**src/spi_reg_pkg.sv**
```systemverilog
// constants for the serial register access slave
package spi_reg_pkg;
   // ==========================================
   // word format
   localparam int unsigned WORD_BITS     = 16;
   localparam int unsigned BIT_CNT_W     = 5;
   localparam logic [4:0]  LAST_BIT      = 5'h0F;
   localparam int unsigned DIR_BIT       = 15;
   localparam int unsigned PAGE_HI_BIT   = 13;
   localparam int unsigned PAGE_LO_BIT   = 12;
   localparam int unsigned START_HI_BIT  = 10;
   localparam int unsigned START_LO_BIT  = 6;
   localparam int unsigned END_HI_BIT    = 4;
   localparam int unsigned END_LO_BIT    = 0;
   localparam logic [15:0] ZERO_WORD     = 16'h0000;
   localparam logic [4:0]  INDEX_RESET   = 5'h00;
   localparam logic [1:0]  PAGE_RESET    = 2'h0;
   // ==========================================
   // transfer states, one-hot
   typedef enum logic [3:0] {
      ST_IDLE  = 4'h1,
      ST_CMD   = 4'h2,
      ST_DATA  = 4'h4,
      ST_DRAIN = 4'h8
   } xfer_state_e;
endpackage : spi_reg_pkg

```
**src/spi_pin_sync.sv**
```systemverilog
// two-stage synchroniser with edge detection for the serial pins
`timescale 1ns/1ps
module spi_pin_sync (
   input  wire logic clk,
   input  wire logic reset_n,
   input  wire logic sclk,
   input  wire logic ss_n,
   input  wire logic mosi,
   output logic      sclk_rise,
   output logic      sclk_fall,
   output logic      ss_n_level,
   output logic      ss_fall,
   output logic      mosi_level
);
   // ==========================================
   // state
   typedef struct packed {
      logic [2:0] sclk_pipe;
      logic [2:0] ss_pipe;
      logic [1:0] mosi_pipe;
   } sync_s;

   sync_s state;
   sync_s next_state;

   always_comb begin
      next_state           = state;
      // stage 0 is read only by stage 1
      next_state.sclk_pipe = {state.sclk_pipe[1:0], sclk};
      next_state.ss_pipe   = {state.ss_pipe[1:0], ss_n};
      next_state.mosi_pipe = {state.mosi_pipe[0], mosi};
   end

   always_ff @(posedge clk) begin
      if (!reset_n) begin
         state.sclk_pipe <= 3'h0;
         state.ss_pipe   <= 3'h7;
         state.mosi_pipe <= 2'h0;
      end else begin
         state <= next_state;
      end
   end

   assign sclk_rise  = state.sclk_pipe[1] & ~state.sclk_pipe[2];
   assign sclk_fall  = ~state.sclk_pipe[1] & state.sclk_pipe[2];
   assign ss_n_level = state.ss_pipe[1];
   assign ss_fall    = ~state.ss_pipe[1] & state.ss_pipe[2];
   assign mosi_level = state.mosi_pipe[1];
endmodule : spi_pin_sync

```
**src/spi_register_access_slave.sv**
```systemverilog
// serial register access slave: command decode, word shifting, register port
// ==========================================
`timescale 1ns/1ps
module spi_register_access_slave (
   input  wire logic        clk,
   input  wire logic        reset_n,
   input  wire logic        sclk,
   input  wire logic        ss_n,
   input  wire logic        mosi,
   output logic             miso,
   output logic             miso_oe,
   output logic             reg_write,
   output logic             reg_read,
   output logic [1:0]       reg_page,
   output logic [4:0]       reg_index,
   output logic [15:0]      reg_wdata,
   input  wire logic [15:0] reg_rdata
);
   // ==========================================
   // pin synchronisation
   logic sclk_rise;
   logic sclk_fall;
   logic ss_n_level;
   logic ss_fall;
   logic mosi_level;

   spi_pin_sync u_sync (
      .clk        (clk),
      .reset_n    (reset_n),
      .sclk       (sclk),
      .ss_n       (ss_n),
      .mosi       (mosi),
      .sclk_rise  (sclk_rise),
      .sclk_fall  (sclk_fall),
      .ss_n_level (ss_n_level),
      .ss_fall    (ss_fall),
      .mosi_level (mosi_level)
   );

   // ==========================================
   // state
   typedef struct packed {
      spi_reg_pkg::xfer_state_e mode;
      logic [4:0]               bit_count;
      logic [15:0]              rx_shift;
      logic [15:0]              tx_shift;
      logic                     is_read;
      logic [4:0]               cur_index;
      logic [4:0]               end_index;
      logic                     last_word;
      logic                     advance;
      logic                     miso;
      logic                     miso_oe;
      logic                     reg_write;
      logic                     reg_read;
      logic [1:0]               reg_page;
      logic [15:0]              reg_wdata;
   } slave_s;

   slave_s state;
   slave_s next_state;

   // end not above start collapses the range to the start register
   function automatic logic single_access(input logic [4:0] start_idx, input logic [4:0] end_idx);
      single_access = (end_idx <= start_idx);
   endfunction : single_access

   logic [15:0] word_in;

   always_comb begin
      next_state           = state;
      next_state.reg_write = 1'b0;
      next_state.reg_read  = 1'b0;
      word_in              = {state.rx_shift[14:0], mosi_level};
      if (ss_n_level) begin
         // deselect drops any partial word and ends the operation
         next_state.mode      = spi_reg_pkg::ST_IDLE;
         next_state.bit_count = spi_reg_pkg::INDEX_RESET;
         next_state.miso_oe   = 1'b0;
         next_state.advance   = 1'b0;
         next_state.miso      = 1'b0;
      end else begin
         next_state.miso_oe = 1'b1;
         if (ss_fall) begin
            next_state.mode      = spi_reg_pkg::ST_CMD;
            next_state.bit_count = spi_reg_pkg::INDEX_RESET;
            next_state.tx_shift  = spi_reg_pkg::ZERO_WORD;
            next_state.miso      = 1'b0;
         end else if (state.mode != spi_reg_pkg::ST_IDLE) begin
            if (state.advance) begin
               // index steps one cycle after the write strobe, and the next read goes out on that same edge
               next_state.advance   = 1'b0;
               next_state.cur_index = state.cur_index + 5'h01;
               next_state.last_word = (state.cur_index + 5'h01) == state.end_index;
               next_state.reg_read  = state.is_read;
            end
            if (sclk_rise) begin
               // outgoing bit changes on the rising edge, msb first
               next_state.miso     = state.tx_shift[15];
               next_state.tx_shift = {state.tx_shift[14:0], 1'b0};
            end
            if (sclk_fall) begin
               next_state.rx_shift  = word_in;
               next_state.bit_count = state.bit_count + 5'h01;
               if (state.bit_count == spi_reg_pkg::LAST_BIT) begin
                  next_state.bit_count = spi_reg_pkg::INDEX_RESET;
                  unique case (state.mode)
                     spi_reg_pkg::ST_CMD: begin
                        next_state.is_read   = word_in[spi_reg_pkg::DIR_BIT];
                        next_state.reg_page  = {word_in[spi_reg_pkg::PAGE_HI_BIT], word_in[spi_reg_pkg::PAGE_LO_BIT]};
                        next_state.cur_index = word_in[spi_reg_pkg::START_HI_BIT:spi_reg_pkg::START_LO_BIT];
                        next_state.end_index = word_in[spi_reg_pkg::END_HI_BIT:spi_reg_pkg::END_LO_BIT];
                        next_state.last_word = single_access(word_in[spi_reg_pkg::START_HI_BIT:spi_reg_pkg::START_LO_BIT],
                                                             word_in[spi_reg_pkg::END_HI_BIT:spi_reg_pkg::END_LO_BIT]);
                        next_state.mode      = spi_reg_pkg::ST_DATA;
                        next_state.reg_read  = word_in[spi_reg_pkg::DIR_BIT];
                     end
                     spi_reg_pkg::ST_DATA: begin
                        // a write lands only after all 16 bits arrive
                        next_state.reg_write = ~state.is_read;
                        next_state.reg_wdata = word_in;
                        if (state.last_word) begin
                           next_state.mode = spi_reg_pkg::ST_DRAIN;
                        end else begin
                           // moving the index with the strobe would send the write to the next register
                           next_state.advance = 1'b1;
                        end
                     end
                     spi_reg_pkg::ST_DRAIN: begin
                        next_state.mode = spi_reg_pkg::ST_DRAIN;
                     end
                     default: begin
                        next_state.mode = spi_reg_pkg::ST_IDLE;
                     end
                  endcase
               end
            end
         end
      end
      // read data arrives one cycle after the request, well before next rise
      if (state.reg_read) begin
         next_state.tx_shift = reg_rdata;
      end
   end

   always_ff @(posedge clk) begin
      if (!reset_n) begin
         state.mode      <= spi_reg_pkg::ST_IDLE;
         state.bit_count <= spi_reg_pkg::INDEX_RESET;
         state.rx_shift  <= spi_reg_pkg::ZERO_WORD;
         state.tx_shift  <= spi_reg_pkg::ZERO_WORD;
         state.is_read   <= 1'b0;
         state.cur_index <= spi_reg_pkg::INDEX_RESET;
         state.end_index <= spi_reg_pkg::INDEX_RESET;
         state.last_word <= 1'b0;
         state.advance   <= 1'b0;
         state.miso      <= 1'b0;
         state.miso_oe   <= 1'b0;
         state.reg_write <= 1'b0;
         state.reg_read  <= 1'b0;
         state.reg_page  <= spi_reg_pkg::PAGE_RESET;
         state.reg_wdata <= spi_reg_pkg::ZERO_WORD;
      end else begin
         state <= next_state;
      end
   end

   assign miso      = state.miso;
   assign miso_oe   = state.miso_oe;
   assign reg_write = state.reg_write;
   assign reg_read  = state.reg_read;
   assign reg_page  = state.reg_page;
   assign reg_index = state.cur_index;
   assign reg_wdata = state.reg_wdata;

   // ==========================================
   // checks
   AST_OE_OFF: assert property (@(posedge clk) disable iff (!reset_n) ss_n_level |=> !miso_oe)
      else $error("miso driven while deselected");
   AST_NO_WRITE_DESELECT: assert property (@(posedge clk) disable iff (!reset_n) ss_n_level |=> !reg_write)
      else $error("write issued while deselected");
   AST_WRITE_FULL_WORD: assert property (@(posedge clk) disable iff (!reset_n)
      reg_write |-> $past(sclk_fall) && $past(state.bit_count) == spi_reg_pkg::LAST_BIT)
      else $error("write from partial word");
   AST_CMD_AFTER_SELECT: assert property (@(posedge clk) disable iff (!reset_n)
      ss_fall && !ss_n_level |=> state.mode == spi_reg_pkg::ST_CMD && state.bit_count == 5'h00)
      else $error("select did not start command");
   AST_COUNT_LIMIT: assert property (@(posedge clk) disable iff (!reset_n) state.bit_count <= spi_reg_pkg::LAST_BIT)
      else $error("bit count overran");
   AST_DRAIN_ZERO: assert property (@(posedge clk) disable iff (!reset_n)
      state.mode == spi_reg_pkg::ST_DRAIN && sclk_rise && !ss_n_level && !state.reg_read |=> !miso)
      else $error("nonzero data past end");
   AST_ABORT_IDLE: assert property (@(posedge clk) disable iff (!reset_n)
      ss_n_level |=> state.mode == spi_reg_pkg::ST_IDLE ##1 !reg_read)
      else $error("operation survived deselect");
   AST_READ_NO_WRITE: assert property (@(posedge clk) disable iff (!reset_n) state.is_read && reg_write |-> 1'b0)
      else $error("write during read operation");
   AST_MISO_ON_RISE: assert property (@(posedge clk) disable iff (!reset_n)
      !ss_n_level && !$past(ss_n_level) && !$past(sclk_rise) && !$past(ss_fall) |-> $stable(miso))
      else $error("miso changed off rising edge");
   AST_WRITE_INDEX_HELD: assert property (@(posedge clk) disable iff (!reset_n) reg_write |-> $stable(reg_index))
      else $error("index moved with write strobe");
   AST_OE_ON: assert property (@(posedge clk) disable iff (!reset_n) !ss_n_level |=> miso_oe)
      else $error("miso not driven while selected");
   AST_DRAIN_NO_WRITE: assert property (@(posedge clk) disable iff (!reset_n)
      state.mode == spi_reg_pkg::ST_DRAIN && $past(state.mode) == spi_reg_pkg::ST_DRAIN |-> !reg_write)
      else $error("write past end register");
endmodule : spi_register_access_slave

```
**config.mk**
```make
export PLATFORM = sky130hd
export DESIGN_NAME = spi_register_access_slave
export DESIGN_NICKNAME = d
export VERILOG_FILES = /design/src/spi_reg_pkg.sv /design/src/spi_pin_sync.sv /design/src/spi_register_access_slave.sv
export SDC_FILE = /design/constraint.sdc
export NUM_CORES = 1
export LEC_CHECK = 0
export ABC_CLOCK_PERIOD_IN_PS = 2300
export BUFFER_PORTS_ARGS = -buffer_cell sky130_fd_sc_hd__buf_2
export CORE_UTILIZATION = 40
export CTS_BUF_LIST = sky130_fd_sc_hd__clkbuf_8
export DETAILED_ROUTE_END_ITERATION = 6
export HOLD_SLACK_MARGIN = 0.02
export PLACE_DENSITY = 0.56
export SLEW_MARGIN = 5
export SYNTH_ARGS = -nofsm -noshare
export SYNTH_HDL_FRONTEND = slang
export SYNTH_HIERARCHICAL = 1
export SYNTH_SLANG_ARGS = --single-unit
```
**constraint.sdc**
```tcl
create_clock -name clk -period 2.3 [get_ports clk]
set_input_delay 0.115 -clock clk [delete_from_list [all_inputs] [get_ports clk]]
set_output_delay 0.115 -clock clk [all_outputs]
set_load 0.01 [all_outputs]
```
==> report_table.html <==
<table>
<tr><th>Metric</th><th>Value</th></tr>
<tr><th colspan="2">Place</th></tr>
<tr><td>Port Buffers</td><td>47</td></tr>
<tr><td>Gpl congestion</td><td>0.8070</td></tr>
<tr><td>Post-place instance area</td><td>4124 um2</td></tr>
<tr><td>Total instance count after detailed placement</td><td>604</td></tr>
<tr><td>Estimated wirelength of the detail-placed design</td><td>5536 um</td></tr>
<tr><th colspan="2">Power and ir drop</th></tr>
<tr><td>Power density normalized to cell area</td><td>605.6 nW/um2</td></tr>
<tr><td>Total design power</td><td>2.648 mW</td></tr>
<tr><td>Leak</td><td>1.689 nW</td></tr>
<tr><td>Max rail drop VDD</td><td>0.0002765 V</td></tr>
<tr><th colspan="2">Logic synthesis</th></tr>
<tr><td>Synth Warn #</td><td>6</td></tr>
<tr><td>Top flip-flop cell by instance count after synthesis</td><td>sky130_fd_sc_hd__dfxtp_1</td></tr>
<tr><td>Most instantiated library cell after synthesis</td><td>sky130_fd_sc_hd__dfxtp_1</td></tr>
<tr><td>Mean instance size in the synthesized netlist</td><td>8.533 um2</td></tr>
<tr><td>Async set-or-reset flop fraction in the synthesized netlist</td><td>0</td></tr>
<tr><td>List of most frequent post-synthesis cells</td><td>sky130_fd_sc_hd__dfxtp_1 (83), sky130_fd_sc_hd__nand2_1 (82), sky130_fd_sc_hd__buf_4 (28), sky130_fd_sc_hd__a21boi_0 (27), sky130_fd_sc_hd__a21oi_1 (25)</td></tr>
<tr><td>Area fraction of the dominant cell type after synthesis</td><td>0.4170</td></tr>
<tr><td>Syn Std Cell Area</td><td>3985 um2</td></tr>
<tr><td>Net Count, Synth</td><td>495</td></tr>
<tr><td>Post-synthesis sequential element count</td><td>83</td></tr>
<tr><td>Number of distinct library cell variants in the gate-level netlist after synthesis</td><td>47</td></tr>
<tr><td>Post-Syn Instances</td><td>467</td></tr>
<tr><td>Post-synthesis cell type with the largest combined area</td><td>sky130_fd_sc_hd__dfxtp_1</td></tr>
<tr><td>Number of flops mapped to enable cells by yosys</td><td>0</td></tr>
<tr><td>Cell types with the largest area share after synthesis</td><td>sky130_fd_sc_hd__dfxtp_1 (42%), sky130_fd_sc_hd__nand2_1 (7.7%), sky130_fd_sc_hd__buf_4 (5.3%)</td></tr>
<tr><td>Seq/Total Area, Yosys</td><td>0.4170</td></tr>
<tr><th colspan="2">Global routing</th></tr>
<tr><td>Largest net degree at the start of global routing</td><td>35</td></tr>
<tr><td>Antenna violations before repair</td><td>0</td></tr>
<tr><td>Number of global-route vias before repair</td><td>2923</td></tr>
<tr><td>Total routing resource utilization after global routing</td><td>0.1719</td></tr>
<tr><td>Overflow after GRT</td><td>0</td></tr>
<tr><td>First-pass GRT wire length</td><td>14000 um</td></tr>
<tr><th colspan="2">Critical path</th></tr>
<tr><td>Max incr delay on CP</td><td>0.51 ns</td></tr>
<tr><td>Crit path max-delay family</td><td>simple AND/OR/NAND/NOR gates</td></tr>
<tr><td>Cell chain of the critical path</td><td>nor2b_1 &gt; or3_1 &gt; a21oi_1 &gt; o22ai_1 &gt; and2_1</td></tr>
<tr><td>Max Fanout on Critical Path</td><td>7</td></tr>
<tr><td>Buffer and inverter count on the worst path</td><td>0</td></tr>
<tr><td>Worst setup EP type</td><td>flop</td></tr>
<tr><td>Worst Path Required</td><td>2.56 ns</td></tr>
<tr><td>Kind of start point of the critical path</td><td>flop</td></tr>
<tr><td>Worst endpoint data arrival time</td><td>2.18 ns</td></tr>
<tr><td>Critical setup path kind</td><td>reg -&gt; reg</td></tr>
<tr><td>Cell type of the slowest stage on the worst timing path</td><td>sky130_fd_sc_hd__dfxtp_1</td></tr>
<tr><th colspan="2">STA</th></tr>
<tr><td>Worst Max-Slew Pin Slew</td><td>0.6397 ns</td></tr>
<tr><td>Setup repair after global routing missed its margin</td><td>false</td></tr>
<tr><td>Clock Skews</td><td>0.01224 ns</td></tr>
<tr><td>Shortest period the worst path allows</td><td>1.921 ns</td></tr>
<tr><td>Sum Neg Setup Slack</td><td>0 ns</td></tr>
<tr><td>Relative slew slack</td><td>0.5731</td></tr>
<tr><td>Count of final setup violators</td><td>0</td></tr>
<tr><td>Max Slew Vio Count</td><td>0</td></tr>
<tr><td>Endpoints failing hold</td><td>0</td></tr>
<tr><td>Final critical-path share of the clock period</td><td>0.8351</td></tr>
<tr><td>Max Clock Freq</td><td>520.6 MHz</td></tr>
<tr><th colspan="2">Cells and area</th></tr>
<tr><td>Fraction of final layout cells sized beyond drive strength 1</td><td>0.1796</td></tr>
<tr><td>Final net count</td><td>513</td></tr>
<tr><td>Layout area overhead</td><td>9.702%</td></tr>
<tr><td>Inserted Diodes</td><td>0</td></tr>
<tr><td>Total non-filler cell area in the finished layout</td><td>4372 um2</td></tr>
<tr><td>Non-filler cells, final</td><td>623</td></tr>
<tr><td>Filler cells</td><td>994</td></tr>
<tr><th colspan="2">Outcome</th></tr>
<tr><td>Outcome</td><td>finished, final reports clean</td></tr>
<tr><th colspan="2">Route</th></tr>
<tr><td>Count of vias placed by the detailed router</td><td>3117</td></tr>
<tr><td>Drt total wl</td><td>8189 um</td></tr>
<tr><td>TritonRoute pass-1 iters</td><td>4</td></tr>
<tr><td>Antenna viol nets, final</td><td>0</td></tr>
<tr><td>DR WL/cell</td><td>13.14 um</td></tr>
<tr><td>Number of vias per cell</td><td>5.003</td></tr>
<tr><td>Starting DRT DRC Count</td><td>190</td></tr>
<tr><td>Drt drc</td><td>0</td></tr>
<tr><th colspan="2">Clocking</th></tr>
<tr><td>Clock tree from TritonCTS</td><td>done</td></tr>
<tr><td>CTS max path bufs</td><td>2</td></tr>
<tr><td>Post-CTS Setup Repair Bufs</td><td>0</td></tr>
<tr><td>Clk Latency, worst-skew pair</td><td>0.35 ns</td></tr>
<tr><td>Depth of the CTS H-tree</td><td>3</td></tr>
<tr><td>Clock net sink count</td><td>83</td></tr>
<tr><td>Cell at the root of the clock tree</td><td>sky130_fd_sc_hd__clkbuf_8</td></tr>
<tr><td>Total clock buffers created by CTS</td><td>9</td></tr>
<tr><td>Clk slew on worst S/H paths</td><td>0.09 ns</td></tr>
<tr><th colspan="2">Floorplan</th></tr>
<tr><td>Height of the die</td><td>101.8 um</td></tr>
<tr><td>Area of the core</td><td>9729 um2</td></tr>
<tr><td>Number of rows in the core area</td><td>36</td></tr>
<tr><td>Die extent in x</td><td>101.8 um</td></tr>
<tr><td>Die Area</td><td>10370 um2</td></tr>
<tr><td>Starting utilization of the core area</td><td>0.4096</td></tr>
<tr><td>Count of pins on the block boundary</td><td>48</td></tr>
<tr><th colspan="2">Min path</th></tr>
<tr><td>Worst hold path class</td><td>in -&gt; reg</td></tr>
<tr><th colspan="2">Run</th></tr>
<tr><td>Maximum capacitance violations</td><td>0</td></tr>
</table>
through the flow:
stage | hold slack (ns) | worst slack (ns) | util
2_1_floorplan | 0.1880 | 0.5490 | -
3_3_place_gp | 0.3023 | 0.3528 | 0.4239
3_5_place_dp | 0.3085 | 0.3099 | 0.4239
4_1_cts | 0.05902 | 0.2913 | 0.4487
5_1_grt | 0.06122 | 0.1530 | 0.4493
6_report | 0.07469 | 0.3792 | 0.4493
sequential cells by signal, summed over array words and instances (netlist names):
| name | count |
|---|---|
| u_sync/state | 2 |
| miso_oe | 1 |
| u_sync/next_state | 4 |
| reg_write | 1 |
| reg_page | 2 |
| reg_wdata | 16 |
| miso | 1 |
| reg_index | 5 |
| state | 48 |
| reg_read | 1 |
| u_sync/ss_n_level | 1 |
| u_sync/mosi_level | 1 |
power breakdown:
group	switching (mW)	internal, mW
registers	0.00691	1.45
logic	0.0415	0.0470
clock network	0.541	0.565
path summary, 6_finish.rpt:
path | slack, ns | depth (start not counted) | endpoint | start
worst max register to register | 0.38 | 5 | reg_index[0] | u_sync/ss_n_level
worst min-delay path | 0.07 | 3 | state[44] | reg_rdata[9]
worst max-delay path | 0.38 | 5 | reg_index[0] | u_sync/ss_n_level
worst min register to register | 0.41 | 1 | u_sync/ss_n_level | u_sync/next_state[3]
kinds of logic after synthesis:
logic type	after synthesis	synth area share
and+or+nand+nor	171	0.2235
AOI/OAI and AO/OA	128	0.2091
DFF	83	0.4170
buffers and inverters	64	0.09702
xor gates and xnor gates	12	0.02637
adders and majority gates	7	0.02198
muxes	2	0.005024
tightest hold or removal path, delay by kind of cell:
family | cells | cell delay, ns
buffers and inverters | 1 | 0.07
and+or+nand+nor | 2 | 0.22
layer usage:
metal  wire length, um  global-route usage  up-vias
li1                  -                   -     1622
met2              3862              0.2796       49
met5                 0                   0        -
met1              4033              0.2217     1440
met4                87             0.07582        0
met3               206             0.03420        6
layout make-up:
cell class	instances	area (um2)	share of cell area
multi-input cells	320	1943	0.4445
flip-flops and latches	83	1662	0.3801
repair buffers	62	355.3	0.08128
well taps	133	166.4	0.03807
clock buffers	11	151.4	0.03463
clock inverters	5	60.06	0.01374
inverters	9	33.78	0.007728
cells in the final DEF, fill, tap and decap left out, types with 2 or more instances in the layout:
| cell type | count |
|---|---|
| sky130_fd_sc_hd__buf_2 | 47 |
| sky130_fd_sc_hd__a31oi_1 | 6 |
| sky130_fd_sc_hd__nand4_1 | 4 |
| sky130_fd_sc_hd__and2_1 | 9 |
| sky130_fd_sc_hd__nor2_1 | 11 |
| sky130_fd_sc_hd__or4_1 | 2 |
| sky130_fd_sc_hd__and3_1 | 16 |
| sky130_fd_sc_hd__nand3_1 | 6 |
| sky130_fd_sc_hd__buf_4 | 12 |
| sky130_fd_sc_hd__nor2b_1 | 4 |
| sky130_fd_sc_hd__xor2_1 | 7 |
| sky130_fd_sc_hd__inv_1 | 9 |
| sky130_fd_sc_hd__xnor2_1 | 5 |
| sky130_fd_sc_hd__dlygate4sd3_1 | 3 |
| sky130_fd_sc_hd__dfxtp_1 | 83 |
| sky130_fd_sc_hd__a22oi_1 | 15 |
| sky130_fd_sc_hd__o221a_2 | 4 |
| sky130_fd_sc_hd__a211oi_1 | 2 |
| sky130_fd_sc_hd__nor3_1 | 5 |
| sky130_fd_sc_hd__a21oi_1 | 25 |
| sky130_fd_sc_hd__a21boi_1 | 12 |
| sky130_fd_sc_hd__o21ai_1 | 9 |
| sky130_fd_sc_hd__o21ai_0 | 23 |
| sky130_fd_sc_hd__nand2_1 | 82 |
| sky130_fd_sc_hd__a21boi_0 | 27 |
| sky130_fd_sc_hd__ha_1 | 7 |
| sky130_fd_sc_hd__nand2b_1 | 20 |
| sky130_fd_sc_hd__mux2i_1 | 2 |
| sky130_fd_sc_hd__clkbuf_8 | 11 |
repair_timing:
item / in CTS / in global routing
hold endpoints to repair: 3 / 0
setup endpoints to repair: 0 / 1
hold buffers: 3 / 0
gates resized for setup: 0 / 1
No activity file was read; power rests on OpenSTA's default activity.
